[src/rtl/isv_cfg.svh]
`ifndef ISV_CFG_SVH
`define ISV_CFG_SVH
`define ISV_NUM_PINS 8
`define ISV_NUM_INT 34
`define ISV_VEC_W 6
`define ISV_VEC_NMI 6'h07
`define ISV_VEC_PIN_BASE 6'h0c
`define ISV_VEC_WDT 6'h14
`define ISV_VEC_RFSH 6'h15
`define ISV_VEC_TMR0 6'h18
`define ISV_VEC_TMR1 6'h1c
`define ISV_VEC_TMR2 6'h20
`define ISV_VEC_TMR3 6'h24
`define ISV_VEC_TMR4 6'h28
`define ISV_VEC_DMA0 6'h2c
`define ISV_VEC_DMA1 6'h30
`define ISV_VEC_SER0 6'h34
`define ISV_VEC_SER1 6'h38
`define ISV_VEC_CONV 6'h3c
`define ISV_VEC_ADDR_SHIFT 2
`define ISV_PRA_PIN0 7
`define ISV_PRA_PIN1 6
`define ISV_PRA_PIN23 5
`define ISV_PRA_PIN47 4
`define ISV_PRA_WDT 3
`define ISV_PRA_TMR0 2
`define ISV_PRA_TMR1 1
`define ISV_PRA_TMR2 0
`define ISV_PRB_TMR3 7
`define ISV_PRB_TMR4 6
`define ISV_PRB_DMA0 5
`define ISV_PRB_DMA1 4
`define ISV_PRB_SER0 3
`define ISV_PRB_SER1 2
`define ISV_PRB_CONV 1
`define ISV_REG_RESET 8'h00
`define ISV_WAKE_MASK 8'h07
`define ISV_SYNC_FILL 2'h3
`endif

[src/rtl/isv_pkg.sv]
`default_nettype none
package isv_pkg;
  typedef logic [5:0] isv_vec_t;
  typedef logic [15:0] isv_addr_t;
  typedef enum logic [1:0] {
    ISV_SRC_NONE,
    ISV_SRC_NMI,
    ISV_SRC_PIN,
    ISV_SRC_INT
  } isv_src_t;
endpackage
`default_nettype wire

[src/rtl/isv_source_vectoring.sv]
// Behaviour
// - NMI is top priority, ignores all masks, vector 7.
// - NMI requests on rising or falling edge per edge select.
// - Only NMI and pin requests 0..2 wake from software standby.
// - Each pin requests on low level or falling edge per sense bit.
// - A pin request reaches arbitration only while its enable bit is set.
// - Pins 0, 1 have own priority bits; 2-3 share; 4-7 share.
// - Pin pending flags are cleared by software writing 1 to the clear bits.
// - Pins 0..7 take vectors 12..19 ascending.
// - Pins are detected whatever their direction setting.
// - Accept 34 internal requests, priorities from registers A and B.
// - Timer or serial requests routed to DMA never reach the controller.
// - Equal priority level: smaller vector number wins.
// - Reset gives default order; all but NMI reprioritisable.
// - Vector address low 16 bits is four times vector number.
// - Watchdog 20, refresh 21 under A bit 3; 22, 23 reserved.
// - Timers 0..2 at 24, 28, 32 under A bits 2, 1, 0.
// - Timers 3, 4 at 36, 40 under B bits 7, 6.
// - Serial 0, 1 at 52, 56 under B bits 3, 2.
// - Pin flag sets while low (level) or on high-to-low (edge).
// - Priority bit 1 gives level 1, above all level-0 sources.
// - Conversion-end priority comes from B bit 1.
// - Simultaneous equal-level requests: fixed order picks, rest stay pending.
`timescale 1ns/1ps
`default_nettype none
`include "isv_cfg.svh"
module isv_source_vectoring (
  // Clock and reset
  input wire logic ref_clk_i,
  input wire logic rst_n_i,
  // Pins
  input wire logic nmi_pin_i,
  input wire logic [7:0] irq_pin_n_i,
  // Control registers, held outside
  input wire logic nmi_edge_select_i,
  input wire logic [7:0] pin_sense_select_reg_i,
  input wire logic [7:0] pin_request_enable_reg_i,
  input wire logic [7:0] priority_reg_a_i,
  input wire logic [7:0] priority_reg_b_i,
  input wire logic [7:0] pin_flag_clear_i,
  // Internal module requests
  input wire logic watchdog_interval_request_i,
  input wire logic refresh_compare_request_i,
  input wire logic [14:0] timer_unit_request_i,
  input wire logic [14:0] timer_dma_route_i,
  input wire logic [7:0] dma_transfer_end_request_i,
  input wire logic [7:0] serial_unit_request_i,
  input wire logic [7:0] serial_dma_route_i,
  input wire logic conversion_end_request_i,
  // Core side
  input wire logic nmi_ack_i,
  output logic [7:0] pin_request_flag_reg_o,
  output logic nmi_pending_o,
  output logic req_valid_o,
  output logic req_level_o,
  output isv_pkg::isv_vec_t req_vector_o,
  output isv_pkg::isv_addr_t req_vec_addr_o,
  output isv_pkg::isv_src_t req_source_o,
  output logic wake_o
);

  // ----------------------------------------------------------------
  // External pins
  // ----------------------------------------------------------------
  logic [7:0] pin_flag;
  logic [7:0] pin_low;
  // Flags are kept even while a pin is disabled so software can still poll
  // them; only the request into arbitration and the pin wake are gated by the enable bits.
  // Direction bits are not inputs here: pins are sensed in any mode.
  for (genvar i = 0; i < `ISV_NUM_PINS; i++) begin : g_pin
    isv_pin_detect u_pin (
      .ref_clk_i(ref_clk_i),
      .rst_n_i(rst_n_i),
      .pin_n_i(irq_pin_n_i[i]),
      .sense_edge_i(pin_sense_select_reg_i[i]),
      .clear_i(pin_flag_clear_i[i]),
      .flag_o(pin_flag[i]),
      .asserted_o(pin_low[i])
    );
  end

  // ----------------------------------------------------------------
  // Non-maskable input
  // ----------------------------------------------------------------
  logic nmi_s1_ff;
  logic nmi_s2_ff;
  logic nmi_prev_ff;
  logic nmi_pend_ff;
  logic nxt_nmi_s1;
  logic nxt_nmi_s2;
  logic nxt_nmi_prev;
  logic nxt_nmi_pend;
  logic nmi_edge;

  // The synchroniser resets low whatever the pin's idle level, so its first
  // samples could look like an edge. Edges count only once the chain holds
  // real pin samples, which costs nothing after the first few cycles.
  logic [1:0] nmi_fill_ff;
  logic [1:0] nxt_nmi_fill;
  logic nmi_armed;

  always_comb begin
    nxt_nmi_s1 = nmi_pin_i;
    nxt_nmi_s2 = nmi_s1_ff;
    nxt_nmi_prev = nmi_s2_ff;
    nmi_armed = (nmi_fill_ff == `ISV_SYNC_FILL);
    nxt_nmi_fill = nmi_armed ? nmi_fill_ff : nmi_fill_ff + 2'h1;
    nmi_edge = nmi_armed & (nmi_edge_select_i ? (nmi_s2_ff & ~nmi_prev_ff)
                                              : (~nmi_s2_ff & nmi_prev_ff));
    // A new edge in the acknowledge cycle keeps the request pending.
    // The core must pulse the acknowledge for one cycle per accepted request.
    nxt_nmi_pend = nmi_edge | (nmi_pend_ff & ~nmi_ack_i);
  end

  always_ff @(posedge ref_clk_i or negedge rst_n_i) begin
    if (!rst_n_i) begin
      nmi_s1_ff <= 1'b0;
      nmi_s2_ff <= 1'b0;
      nmi_prev_ff <= 1'b0;
      nmi_pend_ff <= 1'b0;
      nmi_fill_ff <= 2'h0;
    end else begin
      nmi_s1_ff <= nxt_nmi_s1;
      nmi_s2_ff <= nxt_nmi_s2;
      nmi_prev_ff <= nxt_nmi_prev;
      nmi_pend_ff <= nxt_nmi_pend;
      nmi_fill_ff <= nxt_nmi_fill;
    end
  end

  // ----------------------------------------------------------------
  // Source vector, one bit per vector number 0..63
  // ----------------------------------------------------------------
  logic [63:0] req_vec;
  logic [63:0] lvl_vec;
  logic [7:0] pin_req;
  logic [14:0] tmr_req;
  logic [7:0] ser_req;

  always_comb begin
    pin_req = pin_flag & pin_request_enable_reg_i;
    // Requests steered to the DMA unit bypass the controller entirely.
    tmr_req = timer_unit_request_i & ~timer_dma_route_i;
    ser_req = serial_unit_request_i & ~serial_dma_route_i;
    // Reserved vector slots are never driven, so they can never win.
    req_vec = 64'h0;
    lvl_vec = 64'h0;

    for (int i = 0; i < 8; i++) begin
      req_vec[`ISV_VEC_PIN_BASE + i] = pin_req[i];
    end
    lvl_vec[`ISV_VEC_PIN_BASE + 0] = priority_reg_a_i[`ISV_PRA_PIN0];
    lvl_vec[`ISV_VEC_PIN_BASE + 1] = priority_reg_a_i[`ISV_PRA_PIN1];
    for (int i = 2; i < 4; i++) begin
      lvl_vec[`ISV_VEC_PIN_BASE + i] = priority_reg_a_i[`ISV_PRA_PIN23];
    end
    for (int i = 4; i < 8; i++) begin
      lvl_vec[`ISV_VEC_PIN_BASE + i] = priority_reg_a_i[`ISV_PRA_PIN47];
    end

    req_vec[`ISV_VEC_WDT] = watchdog_interval_request_i;
    req_vec[`ISV_VEC_RFSH] = refresh_compare_request_i;
    lvl_vec[`ISV_VEC_WDT] = priority_reg_a_i[`ISV_PRA_WDT];
    lvl_vec[`ISV_VEC_RFSH] = priority_reg_a_i[`ISV_PRA_WDT];

    // Timer request bit 3*channel+k feeds slot k of that channel's group.
    for (int i = 0; i < 3; i++) begin
      req_vec[`ISV_VEC_TMR0 + i] = tmr_req[i];
      req_vec[`ISV_VEC_TMR1 + i] = tmr_req[3 + i];
      req_vec[`ISV_VEC_TMR2 + i] = tmr_req[6 + i];
      req_vec[`ISV_VEC_TMR3 + i] = tmr_req[9 + i];
      req_vec[`ISV_VEC_TMR4 + i] = tmr_req[12 + i];
      lvl_vec[`ISV_VEC_TMR0 + i] = priority_reg_a_i[`ISV_PRA_TMR0];
      lvl_vec[`ISV_VEC_TMR1 + i] = priority_reg_a_i[`ISV_PRA_TMR1];
      lvl_vec[`ISV_VEC_TMR2 + i] = priority_reg_a_i[`ISV_PRA_TMR2];
      lvl_vec[`ISV_VEC_TMR3 + i] = priority_reg_b_i[`ISV_PRB_TMR3];
      lvl_vec[`ISV_VEC_TMR4 + i] = priority_reg_b_i[`ISV_PRB_TMR4];
    end

    // Serial bits run receive error, receive full, transmit empty, transmit end.
    for (int i = 0; i < 4; i++) begin
      req_vec[`ISV_VEC_DMA0 + i] = dma_transfer_end_request_i[i];
      req_vec[`ISV_VEC_DMA1 + i] = dma_transfer_end_request_i[4 + i];
      req_vec[`ISV_VEC_SER0 + i] = ser_req[i];
      req_vec[`ISV_VEC_SER1 + i] = ser_req[4 + i];
      lvl_vec[`ISV_VEC_DMA0 + i] = priority_reg_b_i[`ISV_PRB_DMA0];
      lvl_vec[`ISV_VEC_DMA1 + i] = priority_reg_b_i[`ISV_PRB_DMA1];
      lvl_vec[`ISV_VEC_SER0 + i] = priority_reg_b_i[`ISV_PRB_SER0];
      lvl_vec[`ISV_VEC_SER1 + i] = priority_reg_b_i[`ISV_PRB_SER1];
    end

    req_vec[`ISV_VEC_CONV] = conversion_end_request_i;
    lvl_vec[`ISV_VEC_CONV] = priority_reg_b_i[`ISV_PRB_CONV];
    // Bit 0 of priority register B is reserved; it is accepted and ignored.
  end

  // ----------------------------------------------------------------
  // Arbitration
  // ----------------------------------------------------------------
  // A flat scan over all 64 slots is long logic, but at this clock rate it
  // settles in one cycle and keeps the answer a single registered stage.
  logic [63:0] hi_vec;
  logic win_valid;
  logic win_level;
  logic win_nmi;
  isv_pkg::isv_vec_t win_vec;
  isv_pkg::isv_src_t win_src;

  always_comb begin
    // Both priority registers reset to zero, which puts every source at level
    // 0 and leaves the default fixed order in force.
    hi_vec = req_vec & lvl_vec;
    win_valid = 1'b0;
    win_level = 1'b0;
    win_nmi = 1'b0;
    win_vec = '0;
    win_src = isv_pkg::ISV_SRC_NONE;
    // Scan downward so the smallest vector number is the last to win.
    for (int v = 63; v >= 0; v--) begin
      if (req_vec[v] && !win_level) begin
        win_valid = 1'b1;
        win_vec = 6'(v);
      end
    end

    for (int v = 63; v >= 0; v--) begin
      if (hi_vec[v]) begin
        win_level = 1'b1;
        win_vec = 6'(v);
      end
    end

    if (nmi_pend_ff) begin
      win_nmi = 1'b1;
      win_valid = 1'b1;
      win_level = 1'b1;
      win_vec = `ISV_VEC_NMI;
    end

    if (win_nmi) begin
      win_src = isv_pkg::ISV_SRC_NMI;
    end else if (win_valid && win_vec >= `ISV_VEC_PIN_BASE && win_vec < `ISV_VEC_WDT) begin
      win_src = isv_pkg::ISV_SRC_PIN;
    end else if (win_valid) begin
      win_src = isv_pkg::ISV_SRC_INT;
    end
  end

  // ----------------------------------------------------------------
  // Registered answer to the core
  // ----------------------------------------------------------------
  // The answer is registered so the core sees a winner that cannot glitch
  // while requests change underneath it. The price is one cycle of latency
  // between a request and its appearance at the core side.
  logic valid_ff;
  logic level_ff;
  logic wake_ff;
  isv_pkg::isv_vec_t vec_ff;
  isv_pkg::isv_addr_t addr_ff;
  isv_pkg::isv_src_t src_ff;
  logic nxt_wake;
  isv_pkg::isv_addr_t nxt_addr;

  always_comb begin
    nxt_addr = {10'h000, win_vec} << `ISV_VEC_ADDR_SHIFT;
    // Only NMI and the first three pins may wake from standby.
    // Wake follows the live pin level, so an edge-mode pin wakes only while held low.
    nxt_wake = nmi_pend_ff
             | (|(pin_low & pin_request_enable_reg_i & `ISV_WAKE_MASK));
  end

  always_ff @(posedge ref_clk_i or negedge rst_n_i) begin
    if (!rst_n_i) begin
      valid_ff <= 1'b0;
      level_ff <= 1'b0;
      vec_ff <= '0;
      addr_ff <= '0;
      src_ff <= isv_pkg::ISV_SRC_NONE;
      wake_ff <= 1'b0;
    end else begin
      valid_ff <= win_valid;
      level_ff <= win_level;
      vec_ff <= win_vec;
      addr_ff <= nxt_addr;
      src_ff <= win_src;
      wake_ff <= nxt_wake;
    end
  end

  assign pin_request_flag_reg_o = pin_flag;
  assign nmi_pending_o = nmi_pend_ff;
  assign req_valid_o = valid_ff;
  assign req_level_o = level_ff;
  assign req_vector_o = vec_ff;
  assign req_vec_addr_o = addr_ff;
  assign req_source_o = src_ff;
  assign wake_o = wake_ff;
endmodule // isv_source_vectoring
`default_nettype wire

[src/rtl/isv_pin_detect.sv]
`timescale 1ns/1ps
`default_nettype none
`include "isv_cfg.svh"
// One external request pin: synchroniser, sense logic and pending flag.
module isv_pin_detect (
  // Clock and reset
  input wire logic ref_clk_i,
  input wire logic rst_n_i,
  // Pin and control
  input wire logic pin_n_i,
  input wire logic sense_edge_i,
  input wire logic clear_i,
  // Status
  output logic flag_o,
  output logic asserted_o
);
  logic sync1_ff;
  logic sync2_ff;
  logic prev_ff;
  logic flag_ff;
  logic nxt_sync1;
  logic nxt_sync2;
  logic nxt_prev;
  logic nxt_flag;
  logic set_cond;

  always_comb begin
    nxt_sync1 = pin_n_i;
    nxt_sync2 = sync1_ff;
    nxt_prev = sync2_ff;
    // Level mode sets while low, edge mode on high-to-low.
    set_cond = sense_edge_i ? (prev_ff & ~sync2_ff) : ~sync2_ff;
    // A set in the clearing cycle wins so no request is lost.
    nxt_flag = set_cond | (flag_ff & ~clear_i);
  end

  always_ff @(posedge ref_clk_i or negedge rst_n_i) begin
    if (!rst_n_i) begin
      sync1_ff <= 1'b1;
      sync2_ff <= 1'b1;
      prev_ff <= 1'b1;
      flag_ff <= 1'b0;
    end else begin
      sync1_ff <= nxt_sync1;
      sync2_ff <= nxt_sync2;
      prev_ff <= nxt_prev;
      flag_ff <= nxt_flag;
    end
  end

  assign flag_o = flag_ff;
  assign asserted_o = ~sync2_ff;
endmodule // isv_pin_detect
`default_nettype wire

[config.mk]
export PLATFORM = sky130hd
export DESIGN_NAME = isv_source_vectoring
export DESIGN_NICKNAME = d
export VERILOG_FILES = /design/src/rtl/isv_pkg.sv /design/src/rtl/isv_source_vectoring.sv /design/src/rtl/isv_pin_detect.sv
export VERILOG_INCLUDE_DIRS = /design/src /design/src/rtl
export SDC_FILE = /design/constraint.sdc
export NUM_CORES = 1
export LEC_CHECK = 0
export ABC_CLOCK_PERIOD_IN_PS = 3100
export BUFFER_PORTS_ARGS = -buffer_cell sky130_fd_sc_hd__buf_2
export CAP_MARGIN = 15
export CORE_ASPECT_RATIO = 0.7
export CORE_MARGIN = 2
export CORE_UTILIZATION = 52
export CTS_CLUSTER_SIZE = 24
export DETAILED_ROUTE_END_ITERATION = 10
export PLACE_DENSITY_LB_ADDON = 0.15
export SLEW_MARGIN = 20
export SYNTH_ARGS = -nofsm -noshare
export SYNTH_HDL_FRONTEND = slang
export SYNTH_SLANG_ARGS = --single-unit
[constraint.sdc]
create_clock -name ref_clk_i -period 3.1 [get_ports ref_clk_i]
set_input_delay 0.31 -clock ref_clk_i [delete_from_list [all_inputs] [get_ports ref_clk_i]]
set_output_delay 0.31 -clock ref_clk_i [all_outputs]
set_load 0.02 [all_outputs]
Yosys cells after proc, flatten, opt, wreduce, memory -nomap -nowiden
Cells that the tools add are included.
{"block": "word_totals", "output_inout_bits": 36, "in_bits": 110, "reg_bits": 49, "wordCells": 333}
{"block": "op_classes", "bitwise_logic": 56, "n_addsub": 1, "n_lt_le_gt_ge": 2, "n_eq_ne": 1, "n_reduce_logical": 3, "mux": 228}
{"operator": "$mux 6", "count": 107}
{"operator": "$mux 1", "count": 118}
{"operator": "$and 61x61->61", "count": 1}
{"operator": "$and 1x1->1", "count": 20}
{"operator": "$not 1->1", "count": 19}
{"operator": "$and 8x8->8", "count": 2}
{"operator": "$and 15x15->15", "count": 1}
{"operator": "$not 15->15", "count": 1}
{"operator": "$or 1x1->1", "count": 10}
{"operator": "$not 8->8", "count": 1}
{"operator": "$ge 6x4->1 const B", "count": 1}
{"operator": "$lt 6x5->1 const B", "count": 1}
{"operator": "$mux 2", "count": 3}
{"operator": "$and 3x3->3", "count": 1}
{"operator": "$reduce_or 3->1", "count": 1}
{"operator": "$add 2x1->2 const B", "count": 1}
{"operator": "$eq 2x2->1 const B", "count": 1}
{"operator": "$logic_and 1x1->1", "count": 2}

Logic depth before layout (Yosys ltp)
{"block": "depth", "word_depth": 113, "depth_mapped": 9, "depth_no_buf": 8}

Cells and area by module
Synthesis repeated with hierarchy kept, for this count alone.
{"block": "hier_totals", "hier_cells": 372, "area_unflattened_um2": 3418.3}
{"mod": "isv_source_vectoring", "instances": 1, "seq_area_each_um2": 425.4, "cells_each": 308, "area_per_inst_um2": 2317.2}
{"mod": "isv_pin_detect", "instances": 8, "seq_area_each_um2": 103.8, "cells_each": 8, "area_per_inst_um2": 137.6}

Worst setup path before layout
No wires, ideal clock.
{"block": "synth_path", "kind": "input to register", "from": "input port timer_unit_request_i[5]", "to": "register src_ff[1], in the netlist req_source_o[1]", "setup_time_ps": 131, "path_buffers": 0, "cell_stages": 8, "t_required_ps": 2969, "path_slack_ps": 955, "arrival_ps": 2013, "cell_sequence": "nor2b_4 > or3_4 > a22o_1 > or3_1 > o22ai_2 > o21a_2 > nor3b_1 > or3_1"}
{"block": "synth_between", "elab_chain_len": 87, "word_cells_on_any_way": 107, "cone_classes": "order compare: 2; mux: 101; bitwise: 2; reduce/logical: 2"}
{"element": "start, declared", "line": "isv_source_vectoring.sv:44", "text": "input wire logic [14:0] timer_unit_request_i,"}
{"element": "$and 15x15->15 (*)", "line": "isv_source_vectoring.sv:143", "text": "tmr_req = timer_unit_request_i & ~timer_dma_route_i;"}
{"element": "$mux 6 (16 in series)", "line": "isv_source_vectoring.sv:220", "text": "if (req_vec[v] && !win_level) begin"}
{"element": "$mux 6 (64 in series)", "line": "isv_source_vectoring.sv:227", "text": "if (hi_vec[v]) begin"}
{"element": "$mux 6", "line": "isv_source_vectoring.sv:233", "text": "if (nmi_pend_ff) begin"}
{"element": "$ge 6x4->1 (no line)"}
{"element": "$logic_and 1x1->1 (no line) (2 in series)"}
{"element": "$mux 2 (*)", "line": "isv_source_vectoring.sv:242", "text": "end else if (win_valid && win_vec >= `ISV_VEC_PIN_BASE && win_vec < `ISV_VEC_WDT) begin"}
{"element": "$mux 2 (*)", "line": "isv_source_vectoring.sv:240", "text": "if (win_nmi) begin"}
{"element": "net win_src[1]", "line": "isv_source_vectoring.sv:207", "text": "isv_pkg::isv_src_t win_src;"}
{"element": "end signal, assigned", "line": "isv_source_vectoring.sv:278", "text": "src_ff <= isv_pkg::ISV_SRC_NONE;"}
{"element": "end signal, assigned", "line": "isv_source_vectoring.sv:285", "text": "src_ff <= win_src;"}
{"element": "end, declared", "line": "isv_source_vectoring.sv:260", "text": "isv_pkg::isv_src_t src_ff;"}
The timed path passes the listed nets; every way through them passes the cells marked *.
A chain may end at the register's enable or synchronous reset.

Final worst setup path
{"block": "layout_path", "from": "register g_pin[4].u_pin.flag_ff", "to": "register src_ff[0], in the netlist req_source_o[0]"}
{"block": "layout_between", "elab_chain_len": 76, "word_cells_on_any_way": 85, "cone_classes": "order compare: 2; mux: 79; bitwise: 2; reduce/logical: 2"}
{"element": "start, declared", "line": "isv_pin_detect.sv:20", "text": "logic flag_ff;"}
{"element": "start signal, assigned", "line": "isv_pin_detect.sv:47", "text": "flag_ff <= nxt_flag;"}
{"element": "$and 8x8->8 (*)", "line": "isv_source_vectoring.sv:141", "text": "pin_req = pin_flag & pin_request_enable_reg_i;"}
{"element": "$mux 6 (5 in series)", "line": "isv_source_vectoring.sv:220"}
{"element": "$mux 6 (47 in series)", "line": "isv_source_vectoring.sv:227"}
{"element": "$mux 6 (*) (17 in series)", "line": "isv_source_vectoring.sv:227"}
{"element": "$mux 6 (*)", "line": "isv_source_vectoring.sv:233"}
{"element": "net win_vec[2]", "line": "isv_source_vectoring.sv:206", "text": "isv_pkg::isv_vec_t win_vec;"}
{"element": "$ge 6x4->1 (no line)"}
{"element": "$logic_and 1x1->1 (no line)"}
{"element": "$logic_and 1x1->1 (no line) (*)"}
{"element": "$mux 2 (*)", "line": "isv_source_vectoring.sv:242"}
{"element": "$mux 2 (*)", "line": "isv_source_vectoring.sv:240"}
{"element": "net win_src[0]", "line": "isv_source_vectoring.sv:207"}
Marks and branches as above.

==> reports/summary.txt <==
==========================================================================================
Sequential fraction of the synthesis area                                           0.3825
Average detailed-routed wire length per instance                                  15.65 um
Die area                                                                        6978 sq um
Violation count after the first detailed-routing iteration                             297
Type of the worst setup path                                                       reg2reg
Fraction of registers with async set or reset after synthesis                        1.000
Buffers inserted during post-CTS setup optimization                                      0
Pwr Density                                                                   430.4 nW/um^2
HPWL after detailed placement                                                      7520 um
Floorplan die height                                                              70.49 um
Largest family of logic cells by synthesized area                             simple AND/OR/NAND/NOR gates
Vias after detailed routing                                                           3355
Reg-to-reg endpoint                                                           req_source_o[0]
Arrival time at the worst endpoint                                                 2600 ps
Share of the cycle needed by the critical path after routing                        0.7798
Crit. Startpoint                                                              g_pin[4].u_pin.flag_o
Max-slew headroom                                                                   0.5816
Synthesized-area fraction occupied by and/or/nand/nor cells                         0.2861
Highest achievable clock rate                                                    413.7 MHz
Area after DPL                                                                  3895 sq um
Post-synthesis to final-layout area growth                                          22.70%
Startpoint types                                                                 flip-flop
Synthesized instance count                                                             377
Boundary pin count                                                                     146
Aggregate global-route resource usage                                               0.2595
Critical path's most frequent cell                                            sky130_fd_sc_hd__a211oi_1
Core area                                                                       6156 sq um
DRC Markers                                                                              0
CTS Buf Count                                                                            5
Worst-case reg-to-reg path depth                                                         8
Critical-path cell list                                                       a22o_1, or2_1, a211oi_1, nand2_1, o21a_1, o31ai_4, nor4bb_1, a211oi_1
Count of antenna-violating nets left after detailed routing                              0
Startpoint of the worst register-to-register path                             g_pin[4].u_pin.flag_o
Slowest CP cell                                                               sky130_fd_sc_hd__dfrtp_1
First-pass iteration count of the detailed router                                        5
Endpoints failing hold                                                                   0
Min cycle time layout                                                              2417 ps
Classification of the worst-slack hold path                                       in2async
Overall power                                                                     1.735 mW
Count of flip-flops with a built-in enable after synthesis                               0
Actual slew at the worst max-slew pin                                             622.3 ps
Static Leakage                                                                    1.842 nW
Maximum fanout count along the critical path                                             7
Crit path capture type                                                           flip-flop
Post-detailed-routing wire length                                                  9079 um
Run status                                                                    finished clean
Initial core utilization                                                            0.5335
Adder-cell share of the synthesized area                                          0.003810
Number of setup violations in the final report                                           0
Number of flip-flops and latches in the synthesized netlist                             49
Ant. Diodes                                                                              0
Vias in the first global route                                                        3049
VDD IR-drop max                                                                  0.2490 mV
Parity-gate share of the synthesized area counting xor and xnor cells             0.002667
Root Driver                                                                   sky130_fd_sc_hd__clkbuf_8
Unrepaired setup endpoints after global routing                                      false
GRT overflow                                                                             0
Global-route wire length before repair                                            14410 um
Initial antenna violation count                                                          0
Slowest stage delay, CP                                                             420 ps
Number of synthesis warnings                                                             0
Post-CTS sizing                                                                          0
Worst hold slack after final layout                                              0.6725 ps
Gp weighted congestion                                                              0.9373
Worst Setup EP                                                                req_source_o[0]
Pin count of the biggest net entering global routing                                    50
Number of port buffers                                                                 134
Sink count of the clock tree                                                            49
Post-synthesis instance area                                                    3284 sq um
Largest buffer count on any clock path                                                   2
Dpl ws                                                                            633.2 ps
Horizontal die dimension                                                          98.99 um
Endpoint required time on the critical path                                        3280 ps
Number of hold buffers added after cts                                                   0
Main flop type after synthesis                                                sky130_fd_sc_hd__dfrtp_1
H-tree level count                                                                       2
Net total in the final layout                                                          612
Mux contribution to synthesized area                                              0.003429
Average instance area after synthesis                                          8.712 sq um
Accumulated negative setup slack                                                      0 ps
Reg2Reg Setup Slack                                                                 680 ps
Fraction of final layout cells sized beyond drive strength 1                        0.3645
Max-slew violations                                                                      0
Post-synth cell types                                                                   63
CTS tree                                                                              done
Count of max-cap constraint violations                                                   0
Post-detailed-route via-to-cell ratio                                                5.784
Complex-gate fraction of the synthesized area                                       0.2427
Post-layout worst setup margin                                                    682.7 ps
Finished layout cell area                                                       4030 sq um
Maximum clock skew at final layout                                                7.183 ps
Total number of placement rows                                                          24
Clock edge transition at the registers on the reported setup and hold paths          90 ps
Worst skew pair latency                                                             300 ps
==========================================================================================
## where the power goes
part | switching, mW | internal, mW
Clock | 0.211 | 0.292
Combinational | 0.306 | 0.195
Sequential | 0.0310 | 0.700
## through the flow
stage | std cells | util
final | 580 | 0.6547
after global routing | 580 | 0.6547
after CTS | 580 | 0.6543
after detailed placement | 572 | 0.6327
after global placement | 572 | 0.6327
after floorplan | 386 | -
## layout make-up
| cell class | count | area (sq um) |
|---|---|---|
| Inverter | 17 | 63.81 |
| Fill cell | 542 | 2126 |
| Timing Repair Buffer | 134 | 673.1 |
| Tap cell | 78 | 97.59 |
| Multi-Input combinational cell | 294 | 1807 |
| Clock inverter | 2 | 38.79 |
| Sequential cell | 49 | 1256 |
| Clock buffer | 6 | 93.84 |
## logic make-up after synthesis
kind of cell	count (synthesis)
compound gates	112
xor+xnor	1
fa+ha+maj	1
buf+inv	43
flops	49
mux	1
other cells	1
simple gates	169
## layout by cell type (no fill, tap or decap), types with 15 or more instances in the layout
master,instances
sky130_fd_sc_hd__dfstp_2,24
sky130_fd_sc_hd__nor2b_1,27
sky130_fd_sc_hd__buf_2,133
sky130_fd_sc_hd__nor2_1,19
sky130_fd_sc_hd__nand3_1,15
sky130_fd_sc_hd__dfrtp_1,25
sky130_fd_sc_hd__o21ai_0,26
sky130_fd_sc_hd__nand2_1,38
sky130_fd_sc_hd__nand2b_1,18
sky130_fd_sc_hd__inv_1,17
## metal layers
layer	track usage	routed length (um)	up-vias
met5	0	0	-
met4	0.07002	144	0
met3	0.06006	977	16
met2	0.3956	3909	209
met1	0.3721	4047	1530
li1	-	-	1600
## cell usage after synthesis, drive strengths merged (2+ instances only)
cell / count / area share
inv: 17 / 0.019
o22ai: 9 / 0.019
or3: 9 / 0.019
or4: 2 / 0.0061
a2111oi: 2 / 0.0053
a32oi: 2 / 0.0053
a21boi: 2 / 0.0046
a211oi: 8 / 0.018
and3: 3 / 0.0057
nor2b: 29 / 0.060
a211o: 2 / 0.0053
a22oi: 4 / 0.0091
dfstp: 24 / 0.19
o211ai: 7 / 0.016
nor3: 13 / 0.021
nor4: 4 / 0.0095
a31oi: 3 / 0.0057
o31ai: 4 / 0.013
o2111ai: 3 / 0.0080
nand4: 4 / 0.0076
buf: 25 / 0.057
nand2b: 18 / 0.034
dfrtp: 25 / 0.19
o21bai: 2 / 0.0046
o21a: 3 / 0.0072
a221oi: 6 / 0.016
a21oi: 14 / 0.021
nand2: 39 / 0.045
and2: 3 / 0.0057
nor3b: 2 / 0.0046
nor2: 20 / 0.024
o21ai: 29 / 0.044
or2: 3 / 0.0057
nand3: 15 / 0.023
a22o: 6 / 0.016
## worst min path at each step
stage / cells past startpoint / slack (ps) / end / start
after floorplan: 0 / 10 / g_pin[0].u_pin.flag_o / rst_n_i
after global placement: 0 / 330 / nmi_s2_ff / nmi_s1_ff
after detailed placement: 0 / 350 / g_pin[5].u_pin.nxt_prev / g_pin[5].u_pin.nxt_sync2
after CTS: 1 / 90 / g_pin[3].u_pin.nxt_sync2 / irq_pin_n_i[3]
after global routing: 1 / 50 / req_vec_addr_o[4] / rst_n_i
final: 1 / 0.7 / nmi_prev_ff / rst_n_i
## worst max-delay path: cells and delay by family, from the launching register on
family             cells  cell delay, ps
AOI/OAI and AO/OA      5            1180
DFF                    1             420
and+or+nand+nor        3             690
## sequential cells by signal, indices dropped and copies added (netlist names), 2 cells and up
| signal | flops |
|---|---|
| g_pin.u_pin.flag_o | 8 |
| g_pin.u_pin.nxt_prev | 8 |
| g_pin.u_pin.nxt_sync2 | 8 |
| req_vec_addr_o | 6 |
| nmi_fill_ff | 2 |
| req_source_o | 2 |
| g_pin.u_pin.prev_ff | 8 |
Power figures use the tool's default switching activity.
